<file path="src/ftb_pkg.sv">
// package for the fifo threshold and baud group select block
package ftb_pkg;
    // register byte addresses
    localparam logic [7:0] FTB_BAUD_FIFO_MODE_ADDR = 8'h20;
    localparam logic [7:0] FTB_CHAR_FMT_MODE_ADDR = 8'h21;
    localparam logic [7:0] FTB_WDOG_CHAR_X_EN_ADDR = 8'h2C;
    localparam logic [7:0] FTB_IRQ_STATUS_ADDR = 8'h30;
    localparam logic [7:0] FTB_IRQ_MASK_ADDR = 8'h31;
    localparam logic [7:0] FTB_GROUP_STATUS_ADDR = 8'h32;

    // reset values
    localparam logic [7:0] FTB_BAUD_FIFO_MODE_RST = 8'h00;
    localparam logic [7:0] FTB_CHAR_FMT_MODE_RST = 8'h00;
    localparam logic [7:0] FTB_WCX_LOW_RST = 8'h00;
    localparam logic [3:0] FTB_IRQ_MASK_RST = 4'h0;

    // field positions
    localparam int FTB_GROUP_LSB = 0;
    localparam int FTB_DEPTH_BIT = 3;
    localparam int FTB_THR_BIT = 6;
    localparam int FTB_DUP_LSB = 6;

    // baud group codes
    localparam logic [2:0] FTB_GROUP_NORMAL_CODE = 3'h0;
    localparam logic [2:0] FTB_GROUP_EXT1_CODE = 3'h1;
    localparam logic [2:0] FTB_GROUP_EXT2_CODE = 3'h4;

    // occupancy thresholds, small table then large table
    localparam logic [8:0] FTB_DEPTH_SMALL = 9'h008;
    localparam logic [8:0] FTB_DEPTH_LARGE = 9'h100;
    localparam logic [8:0] FTB_RX_S0 = 9'h001;
    localparam logic [8:0] FTB_RX_S1 = 9'h003;
    localparam logic [8:0] FTB_RX_S2 = 9'h006;
    localparam logic [8:0] FTB_RX_S3 = 9'h008;
    localparam logic [8:0] FTB_RX_L0 = 9'h001;
    localparam logic [8:0] FTB_RX_L1 = 9'h080;
    localparam logic [8:0] FTB_RX_L2 = 9'h0C0;
    localparam logic [8:0] FTB_RX_L3 = 9'h100;
    localparam logic [8:0] FTB_TX_S0 = 9'h008;
    localparam logic [8:0] FTB_TX_S1 = 9'h004;
    localparam logic [8:0] FTB_TX_S2 = 9'h006;
    localparam logic [8:0] FTB_TX_S3 = 9'h001;
    localparam logic [8:0] FTB_TX_L0 = 9'h100;
    localparam logic [8:0] FTB_TX_L1 = 9'h080;
    localparam logic [8:0] FTB_TX_L2 = 9'h0C0;
    localparam logic [8:0] FTB_TX_L3 = 9'h001;

    // decoded baud group
    typedef enum logic [1:0] {
        FTB_GRP_NORMAL = 2'b00,
        FTB_GRP_EXT1 = 2'b01,
        FTB_GRP_EXT2 = 2'b10,
        FTB_GRP_BAD = 2'b11
    } ftb_group_t;

    // register bus request
    typedef struct packed {
        logic [7:0] addr;
        logic [7:0] wdata;
        logic wr;
        logic rd;
    } ftb_bus_req_t;

    // fifo occupancy from the channel
    typedef struct packed {
        logic [8:0] rx_fill;
        logic [8:0] tx_fill;
    } ftb_fill_t;
endpackage

</file>
<file path="src/ftb_select.sv">
// baud group decode and fifo interrupt threshold selection
`timescale 1ns/1ps
module ftb_select
    import ftb_pkg::*;
(
    // clock and reset
    input wire logic core_clk_i,
    input wire logic rst_n_i,
    // register port
    input wire ftb_bus_req_t bus_i,
    output logic [7:0] rdata_o,
    // fifo occupancy, same clock domain
    input wire ftb_fill_t fill_i,
    // decoded outputs
    output ftb_group_t baud_group_o,
    output logic group_bad_o,
    output logic large_depth_o,
    output logic rx_byte_available_o,
    output logic tx_space_available_o,
    output logic irq_o
);

    // mode registers
    logic [7:0] baud_and_fifo_mode_r;
    logic [7:0] char_format_mode_r;
    logic [5:0] wcx_low_r;
    logic [3:0] irq_status_r;
    logic [3:0] irq_status_nxt;
    logic [3:0] irq_mask_r;
    logic [7:0] rdata_r;
    logic [7:0] rdata_nxt;
    logic rx_cond_d_r;
    logic tx_cond_d_r;

    // threshold lookup used for both directions
    function automatic logic [8:0] ftb_pick(input logic [1:0] code,
                                            input logic [8:0] t0, input logic [8:0] t1,
                                            input logic [8:0] t2, input logic [8:0] t3);
        logic [8:0] v;
        v = t0;
        unique case (code)
            2'b00: v = t0;
            2'b01: v = t1;
            2'b10: v = t2;
            2'b11: v = t3;
        endcase
        return v;
    endfunction

    // group decode, illegal codes flagged rather than guessed
    wire logic [2:0] group_code = baud_and_fifo_mode_r[FTB_GROUP_LSB +: 3];
    assign baud_group_o = (group_code == FTB_GROUP_NORMAL_CODE) ? FTB_GRP_NORMAL :
                          (group_code == FTB_GROUP_EXT1_CODE) ? FTB_GRP_EXT1 :
                          (group_code == FTB_GROUP_EXT2_CODE) ? FTB_GRP_EXT2 : FTB_GRP_BAD;
    assign group_bad_o = (baud_group_o == FTB_GRP_BAD); // host misuse is only reported

    // threshold code and depth select
    wire logic [1:0] thr_code = {baud_and_fifo_mode_r[FTB_THR_BIT], char_format_mode_r[FTB_THR_BIT]};
    assign large_depth_o = baud_and_fifo_mode_r[FTB_DEPTH_BIT];

    // empty positions from transmit fill; fill beyond depth saturates to zero
    wire logic [8:0] depth = large_depth_o ? FTB_DEPTH_LARGE : FTB_DEPTH_SMALL;
    wire logic [8:0] tx_empty = (fill_i.tx_fill >= depth) ? 9'h000 : 9'(depth - fill_i.tx_fill);

    // selected levels
    wire logic [8:0] rx_level = large_depth_o ?
        ftb_pick(thr_code, FTB_RX_L0, FTB_RX_L1, FTB_RX_L2, FTB_RX_L3) :
        ftb_pick(thr_code, FTB_RX_S0, FTB_RX_S1, FTB_RX_S2, FTB_RX_S3);
    wire logic [8:0] tx_level = large_depth_o ?
        ftb_pick(thr_code, FTB_TX_L0, FTB_TX_L1, FTB_TX_L2, FTB_TX_L3) :
        ftb_pick(thr_code, FTB_TX_S0, FTB_TX_S1, FTB_TX_S2, FTB_TX_S3);

    // pure combinational levels so they drop the same cycle the fill moves
    assign rx_byte_available_o = (fill_i.rx_fill >= rx_level);
    assign tx_space_available_o = (tx_empty >= tx_level);

    // status events: rx rise, tx rise, bad group written, unmapped access
    wire logic wr_mode = bus_i.wr && (bus_i.addr == FTB_BAUD_FIFO_MODE_ADDR);
    wire logic bad_wr = wr_mode && !(bus_i.wdata[2:0] == FTB_GROUP_NORMAL_CODE ||
                                     bus_i.wdata[2:0] == FTB_GROUP_EXT1_CODE ||
                                     bus_i.wdata[2:0] == FTB_GROUP_EXT2_CODE);
    wire logic mapped = (bus_i.addr == FTB_BAUD_FIFO_MODE_ADDR) || (bus_i.addr == FTB_CHAR_FMT_MODE_ADDR) ||
                        (bus_i.addr == FTB_WDOG_CHAR_X_EN_ADDR) || (bus_i.addr == FTB_IRQ_STATUS_ADDR) ||
                        (bus_i.addr == FTB_IRQ_MASK_ADDR) || (bus_i.addr == FTB_GROUP_STATUS_ADDR);
    wire logic [3:0] irq_event = {(bus_i.wr || bus_i.rd) && !mapped, bad_wr,
                                  tx_space_available_o && !tx_cond_d_r,
                                  rx_byte_available_o && !rx_cond_d_r};
    wire logic [3:0] irq_clear = (bus_i.wr && bus_i.addr == FTB_IRQ_STATUS_ADDR) ? bus_i.wdata[3:0] : 4'h0;
    // set beats clear so an event in the clearing cycle is kept
    assign irq_status_nxt = (irq_status_r & ~irq_clear) | irq_event;
    assign irq_o = |(irq_status_r & irq_mask_r);

    // read mux; enable register shows the shared mode bits on top
    always_comb begin
        rdata_nxt = 8'h00;
        if (bus_i.rd) begin
            unique case (bus_i.addr)
                FTB_BAUD_FIFO_MODE_ADDR: rdata_nxt = baud_and_fifo_mode_r;
                FTB_CHAR_FMT_MODE_ADDR: rdata_nxt = char_format_mode_r;
                FTB_WDOG_CHAR_X_EN_ADDR: rdata_nxt = {baud_and_fifo_mode_r[7:6], wcx_low_r};
                FTB_IRQ_STATUS_ADDR: rdata_nxt = {4'h0, irq_status_r};
                FTB_IRQ_MASK_ADDR: rdata_nxt = {4'h0, irq_mask_r};
                FTB_GROUP_STATUS_ADDR: rdata_nxt = {3'h0, group_bad_o, large_depth_o, thr_code, 1'b0} |
                                                   {6'h00, baud_group_o};
                default: rdata_nxt = 8'h00;
            endcase
        end
    end

    // register writes; both addresses reach the one copy of bits 7:6
    always_ff @(posedge core_clk_i) begin
        if (!rst_n_i) begin
            baud_and_fifo_mode_r <= FTB_BAUD_FIFO_MODE_RST;
            char_format_mode_r <= FTB_CHAR_FMT_MODE_RST;
            wcx_low_r <= FTB_WCX_LOW_RST[5:0];
            irq_mask_r <= FTB_IRQ_MASK_RST;
        end else if (bus_i.wr) begin
            if (bus_i.addr == FTB_BAUD_FIFO_MODE_ADDR) begin
                baud_and_fifo_mode_r <= bus_i.wdata;
            end
            if (bus_i.addr == FTB_CHAR_FMT_MODE_ADDR) begin
                char_format_mode_r <= bus_i.wdata;
            end
            if (bus_i.addr == FTB_WDOG_CHAR_X_EN_ADDR) begin
                baud_and_fifo_mode_r[7:6] <= bus_i.wdata[7:6];
                wcx_low_r <= bus_i.wdata[5:0];
            end
            if (bus_i.addr == FTB_IRQ_MASK_ADDR) begin
                irq_mask_r <= bus_i.wdata[3:0];
            end
        end
    end

    // status, edge history and read data
    always_ff @(posedge core_clk_i) begin
        if (!rst_n_i) begin
            irq_status_r <= 4'h0;
            // history starts at the idle levels (fill 0: rx low, tx high) so reset gives no false rise
            rx_cond_d_r <= 1'b0;
            tx_cond_d_r <= 1'b1;
            rdata_r <= 8'h00;
        end else begin
            irq_status_r <= irq_status_nxt;
            rx_cond_d_r <= rx_byte_available_o;
            tx_cond_d_r <= tx_space_available_o;
            rdata_r <= rdata_nxt;
        end
    end

    assign rdata_o = rdata_r;

endmodule

</file>
<file path="config.mk">
export PLATFORM = sky130hd
export DESIGN_NAME = ftb_select
export DESIGN_NICKNAME = d
export VERILOG_FILES = /design/src/ftb_pkg.sv /design/src/ftb_select.sv
export SDC_FILE = /design/constraint.sdc
export NUM_CORES = 1
export LEC_CHECK = 0
export BUFFER_PORTS_ARGS = -buffer_cell sky130_fd_sc_hd__buf_2
export CORE_ASPECT_RATIO = 2
export CORE_MARGIN = 3
export CORE_UTILIZATION = 51
export CTS_BUF_LIST = sky130_fd_sc_hd__clkbuf_8
export DETAILED_ROUTE_END_ITERATION = 10
export PLACE_DENSITY = 0.86
export SLEW_MARGIN = 20
export SYNTH_ARGS = -nofsm -noshare
export SYNTH_HDL_FRONTEND = slang
export SYNTH_SLANG_ARGS = --single-unit
</file>
<file path="constraint.sdc">
create_clock -name core_clk_i -period 5.6 [get_ports core_clk_i]
set_input_delay 1.68 -clock core_clk_i [delete_from_list [all_inputs] [get_ports core_clk_i]]
set_output_delay 1.68 -clock core_clk_i [all_outputs]
set_load 0.1 [all_outputs]
</file>
==> results of run 1 <==
==> worst register-to-register path, cell delays in order (launching register included) <==
cell and delay [ns]:
dfxtp_1 0.31, inv_1 0.19, ha_4 0.25, nor4b_4 0.13, o211ai_1 0.28, o2bb2ai_2 0.21, buf_4 0.19, nor2_2 0.04
ha_2 0.17, or3_4 0.36, a221oi_2 0.21, o41a_1 0.27, buf_4 0.14, o21ai_0 0.07
==> stage by stage <==
step / util (%) / TNS (ns) / power, W / std cells
floorplan: - / 0 / 0.000337 / 290
global placement: 64.5 / -0.231 / 0.000373 / 405
detailed placement: 64.5 / -0.351 / 0.000375 / 405
CTS: 68.2 / -0.0203 / 0.000551 / 417
global route: 68.5 / -0.253 / 0.000570 / 417
finish: 68.5 / -0.197 / 0.000551 / 417
==> sequential cells by signal, summed over array words and instances (netlist names) <==
signal and cells:
rx_cond_d_r 1, irq_status_r 4, irq_mask_r 4, wcx_low_r 6, baud_and_fifo_mode_r 8, tx_cond_d_r 1
char_format_mode_r 8, rdata_o 8
==> routing by layer <==
layer / up-vias / share of wire (%)
li1: 1180 / -
met1: 1141 / 33
met2: 150 / 54
met3: 42 / 6.8
met4: 0 / 6.5
met5: - / 0
==> final cells by class <==
cell class / count / share of cell area, %
clock buffers: 5 / 2.25
clock inverters: 2 / 0.286
inverters: 13 / 1.68
multi-input cells: 227 / 52.3
flip-flops and latches: 40 / 26.2
well taps: 54 / 2.21
repair buffers: 76 / 15.1
==> kinds of logic after synthesis <==
| group | after synthesis |
|---|---|
| muxes | 26 |
| adders and majority gates | 20 |
| DFF | 40 |
| and+or+nand+nor | 114 |
| AOI/OAI and AO/OA | 62 |
| xor gates and xnor gates | 5 |
| buffers and inverters | 23 |
==> layout by cell type, fill, tap and decap left out, types with 3 or more instances in the layout <==
| cell type | netlist | layout |
|---|---|---|
| xnor2_1 | 3 | 3 |
| a211oi_1 | 3 | 3 |
| mux2_2 | 6 | 6 |
| clkbuf_8 | 0 | 5 |
| ha_1 | 20 | 16 |
| o21ai_0 | 9 | 6 |
| a22oi_1 | 7 | 7 |
| dfxtp_1 | 40 | 40 |
| nor2_2 | 1 | 3 |
| nor2_1 | 42 | 39 |
| nand2_1 | 28 | 28 |
| nor3_1 | 7 | 7 |
| a21oi_1 | 18 | 18 |
| buf_2 | 0 | 50 |
| nand3_1 | 10 | 10 |
| inv_1 | 12 | 12 |
| buf_4 | 1 | 24 |
| o21a_1 | 4 | 4 |
| mux2i_1 | 20 | 20 |
| or2_2 | 4 | 3 |
==> worst max-delay path by stage <==
stage                   start                   end  slack (ns)  cells past startpoint
floorplan           fill_i[3]  tx_space_available_o        0.02                     12
global placement    fill_i[3]  tx_space_available_o       -0.23                     14
detailed placement  fill_i[3]  tx_space_available_o       -0.35                     14
CTS                 fill_i[3]  tx_space_available_o       -0.02                     14
global route        fill_i[3]  tx_space_available_o       -0.25                     14
finish              fill_i[3]  tx_space_available_o       -0.20                     14
==> timing repair <==
action	4_1_cts	5_1_grt
setup buffers	5	0
pin swaps	11	0
resized for setup	14	5
setup endpoints to repair	1	1
hold endpoints to repair	0	0
==> power breakdown <==
part / switching (W) / internal, W / leakage [nW] / total [W]
combinational: 0.0000494 / 0.0000362 / 1.04 / 0.0000857
clock: 0.0000931 / 0.0000828 / 0.0452 / 0.000176
sequential: 0.00000235 / 0.000287 / 0.323 / 0.000289
total: 0.000145 / 0.000406 / 1.41 / 0.000551
==> impl_results.md, run 1 <==
- Fmax: 173 MHz
- P per Cell Area: 180 mW/mm^2
- Hold_sp: tx_cond_d_r$_SDFF_PN1_
- Vias in the first global route: ~2500
- Leak: around 1.4 nW
- Share of synthesized registers carrying an async set or reset: 0%
- Antenna violations before repair: 0
- Crit. End Element: primary output
- Die area: 0.00565 mm^2
- Critical path fanouts, max: 5
- Layout cell share with drive strength beyond 1: roughly 30%
- Min-Delay Path Depth: 1
- Synth Area per Inst: ~8.3 um^2
- Overall Global Routing Usage: 27.0%
- Most instantiated library cell after synthesis: nor2_1
- Hold WS: roughly 0.43 ns
- Initial core utilization: 54.1%
- Syn nets: around 350
- WP buf/inv: 4
- Vias per inst: between 6 and 7
- Post-CTS Hold Buffers: 0
- Post-Synth Simple-Gate Area: about 22%
- Ranking of synthesized cells by area: dfxtp_1, ha_1, mux2i_1, nor2_1, nand2_1
- Total of max-cap violations: 0
- Synth-to-Final Area Change: 26.7%
- Die X: around 55 um
- Post-route ant nets: 0
- WS Path Type: in -> out
- Hold Path Class: reg -> reg
- Max IR drop VDD: 0.000225 V
- Initial DRC Count: between 90 and 100
- First-pass DRT Iterations: 5
- Critical path required time: just under 4 ns
- Final period util: 104%
- Per-cell routed wire length: 17.1 um
- Worst-path cell chain: buf_6 > inv_4 > ha_4 > nor4b_4 > o211ai_1 > o2bb2ai_2 > buf_4 > nor2_2 > ha_2 > or3_4 > a221oi_2 > o41a_1 > nor2_4 > buf_12
- Synthesized area: ~0.0024 mm^2
- Multi-input logic area: roughly 0.0016 mm^2
- Mapped Cells: 290
- Final Hold Viols: 0
- Core Rows: 34
- Top Ports: 53
- Yosys reg bits: 40
- Bufs on Longest Clock Path: 2
- Area share of the largest cell type after synthesis: 33.2%
- Clock Tree Root: clkbuf_8
- Compound-Gate Fraction of Synth Area: 17.0%
- Ant diodes: 0
- Slew @ Worst Pin: ~0.70 ns
- Slowest cell delay on critical path: about 0.36 ns
- Reg-to-reg startpoint: baud_and_fifo_mode_r[3]$_SDFFE_PN0P_
- Count of final setup violators: 1
- Clock-pin transition on the worst setup and hold timing paths: 0.07 ns
- Final Instance Area: ~0.0031 mm^2
- Post-Place Setup Slack: -0.351 ns
- Fin Clk Skew: a little under 0.006 ns
- Post-layout min period: approximately 5.8 ns
- Yosys warns: 0
- CP delay by family, top: compound AO/OA/AOI/OAI gates
- Status: finished, violations left
- Vias: ~2500
- GR Layer Usage met1: about a quarter
- CTS H-Tree Depth: 2
- First-pass GRT wire length: 11100 um
- Final slew viol count: 0
- Hold EP: irq_status_r[1]$_SDFF_PN0_
- Port bufs: 52
- Placer Congestion: 0.901
- Most area-hungry cell type in the Yosys netlist: dfxtp_1
- FF/Latch Area: between 800 and 900 um^2
- Number of flops mapped to enable cells by yosys: 0
- Length in cells of the worst reg-to-reg path: 13
- Critical R2R Capture: tx_cond_d_r$_SDFF_PN1_
- Hpwl dp: between 5000 and 6000 um
- Worst slew margin: between 50% and 60%
- GRT busiest layer: met2
- Global routing usage on met3: under 10%
- Fillcell total: 367
- Combinational family with the most area after synthesis: simple AND/OR/NAND/NOR gates
- Slowest cell on the critical path: or3_4
- Largest net degree at the start of global routing: 29
- Xor-xnor portion of the synthesized cell area: about 1.8%
- Post-Synth Adder-Cell Area: between 10% and 20%
- RSZ-0062 raised after global routing: true
- Failing checks: negative setup slack
- Core area: approximately 0.0045 mm^2
- GR Layer Usage met2: about half
- Cell Area, Placed: slightly below 0.003 mm^2
- Die H: between 100 and 150 um
- CP Launch Type: primary input
- Worst-Skew Late Latency: between 0.2 and 0.3 ns
- # DRC: 0
- Post-synth top cells: nor2_1, dfxtp_1, nand2_1
- CTS tree: built
- CTS Sinks: 40
- Post-synthesis mux area share: approximately 11%
- Final Worst Setup Slack: -0.197 ns
- Worst EP arrival: a little over 4 ns
- GRT Residual Overflow: 0
- WL final: slightly above 7000 um
- Worst reg-to-reg setup slack: 2.65 ns
- Unique masters post-synth: 48
- CTS Buf Count: 5
- Post-synthesis sequential area ratio: roughly 33%
- Nets@finish: around 420
- Most used DFF post-synth: dfxtp_1
Note: power is estimated with default switching activity, not from simulation.
==> inputs of run 2 (changes only) <==
- CORE_UTILIZATION: 51 -> 60
- PLACE_DENSITY: 0.86 -> 0.94
- SKIP_CTS_REPAIR_TIMING: not set -> 1
- clock period: 5.6 -> 7.5 ns (I/O delays scaled with it)
==> impl_results.md, run 2 (same netlist as run 1, synthesis figures left out) <==
- Crit. End Element: primary output
- CTS H-Tree Depth: 2
- RSZ-0062 raised after global routing: false
- Max IR drop VDD: 0.000169 V
- GRT Residual Overflow: 0
- Clock-pin transition on the worst setup and hold timing paths: ~0.070 ns
- Hold_sp: tx_cond_d_r$_SDFF_PN1_
- Inst Count DP: 385
- CTS Sinks: 40
- Final std cells w/o fill: 390
- Final period util: a little over nine tenths
- FF/Latch Area: 801 um^2
- Final slew viol count: 0
- Initial core utilization: slightly above 60%
- Worst reg-to-reg setup slack: about 4 ns
- Most frequent cells in the layout: buf_2, nor2_1, dfxtp_1
- First-pass DRT Iterations: 4
- Critical path fanouts, max: 4
- GR Layer Usage met1: 25.1%
- Ant diodes: 0
- Initial DRC Count: 95
- Final Hold Viols: 0
- Die area: 0.00487 mm^2
- Synth-to-Final Area Change: 15.0%
- Vias in the first global route: 2308
- Hold Path Class: reg -> reg
- First-pass GRT wire length: 10100 um
- Placer Congestion: between 0.9 and 1
- Multi-input logic area: approximately 0.0015 mm^2
- Core Rows: 32
- Fmax: 137 MHz
- Port bufs: between 50 and 60
- Nets@finish: ~400
- Worst EP arrival: 5.05 ns
- GR Layer Usage met2: between 50% and 60%
- WS Path Type: in -> out
- Count of final setup violators: 0
- Reg-to-reg startpoint: baud_and_fifo_mode_r[3]$_SDFFE_PN0P_
- Setup TNS: 0 ns
- Total of max-cap violations: 0
- Global routing usage on met3: between 4 and 5%
- CTS Buf Count: 5
- Worst-Skew Late Latency: between 0.2 and 0.3 ns
- WL final: 6410 um
- Most common cell after layout, fill and taps aside: buf_2
- Status: completed
- Layout cell share with drive strength beyond 1: between 20% and 30%
- Largest net degree at the start of global routing: 29
- Core area: roughly 0.004 mm^2
- Slowest cell delay on critical path: approximately 0.32 ns
- Post-layout min period: around 7.3 ns
- Slowest cell on the critical path: ha_1
- # DRC: 0
- Clock Tree Root: clkbuf_8
- Top Ports: 53
- Worst slew margin: about half
- Vias per inst: a little over 6
- Hpwl dp: slightly below 5000 um
- Per-cell routed wire length: between 15 and 20 um
- Die X: approximately 50 um
- Worst-path cell chain: buf_2 > inv_1 > ha_1 > nor4b_1 > o211ai_1 > o2bb2ai_1 > or2_2 > ha_1 > nor2b_1 > o21ai_0 > a221oi_1 > o41a_1 > nor2_2 > buf_2
- Overall Global Routing Usage: between 20 and 30%
- Critical R2R Capture: irq_status_r[1]$_SDFF_PN0_
- Leak: between 1 and 1.5 nW
- GRT busiest layer: met2
- Length in cells of the worst reg-to-reg path: 12
- Hold EP: irq_status_r[1]$_SDFF_PN0_
- Die H: ~96 um
- Bufs on Longest Clock Path: 2
- Critical path required time: 5.25 ns
- CTS tree: built
- Fillcell total: around 330
- CP Launch Type: primary input
- Min-Delay Path Depth: 1
- Antenna violations before repair: 0
- Slew @ Worst Pin: about 0.75 ns
- Fin Clk Skew: around 0.0069 ns
- P per Cell Area: between 100 and 150 mW/mm^2
- Post-route ant nets: 0
- Vias: 2377
## run 2: cell types whose count changed in the layout (fill, tap and decap cells not counted), sizes merged
cell and delta:
inv -1, buf -22, clkinv -1
## run 2: how the worst max path moves through the flow
stage,start,end,slack [ns],depth (start not counted)
after floorplan,fill_i[3],tx_space_available_o,0.27,12
after global placement,fill_i[3],tx_space_available_o,0.39,14
after detailed placement,fill_i[3],tx_space_available_o,0.20,14
after CTS,fill_i[3],tx_space_available_o,0.19,14
after global routing,fill_i[3],tx_space_available_o,0.04,14
final,fill_i[3],tx_space_available_o,0.20,14
## run 2: per-stage QoR
step	setup slack (ns)	hold slack (ns)	util [%]	cell area, um^2	power [W]
final	0.196	0.455	71.5	2780	0.000396
after detailed placement	0.200	0.444	69.7	2710	0.000272
after global placement	0.391	0.414	69.7	2710	0.000271
after global routing	0.0388	0.479	71.5	2780	0.000409
after floorplan	0.266	0.398	-	2420	0.000250
after CTS	0.192	0.457	71.5	2780	0.000396
## run 2: cell type report
class                           instances  share of cell area [%]
Clock buffer                            5                    2.48
Multi-Input combinational cell        227                    54.7
Sequential cell                        40                    28.8
Tap cell                               51                    2.30
Inverter                               13                    1.76
Timing Repair Buffer                   54                    9.91
## run 2: layer usage
| metal | wire, um | vias up | part of all wire (%) |
|---|---|---|---|
| li1 | - | 1141 | - |
| met1 | 2240 | 1114 | 35 |
| met2 | 3630 | 97 | 57 |
| met3 | 249 | 25 | 3.9 |
| met4 | 292 | 0 | 4.6 |
| met5 | 0 | - | 0 |
## run 2: worst max-delay path, delay by kind of cell
| family | cells | cell delay, ns |
|---|---|---|
| buffers and inverters | 3 | 0.40 |
| and+or+nand+nor | 4 | 0.75 |
| adders and majority gates | 2 | 0.61 |
| AOI/OAI and AO/OA | 5 | 1.04 |
## run 2: where the power goes
part / internal, W / switching [W]
registers: 0.000214 / 0.00000164
logic: 0.0000196 / 0.0000328
clock network: 0.0000599 / 0.0000675
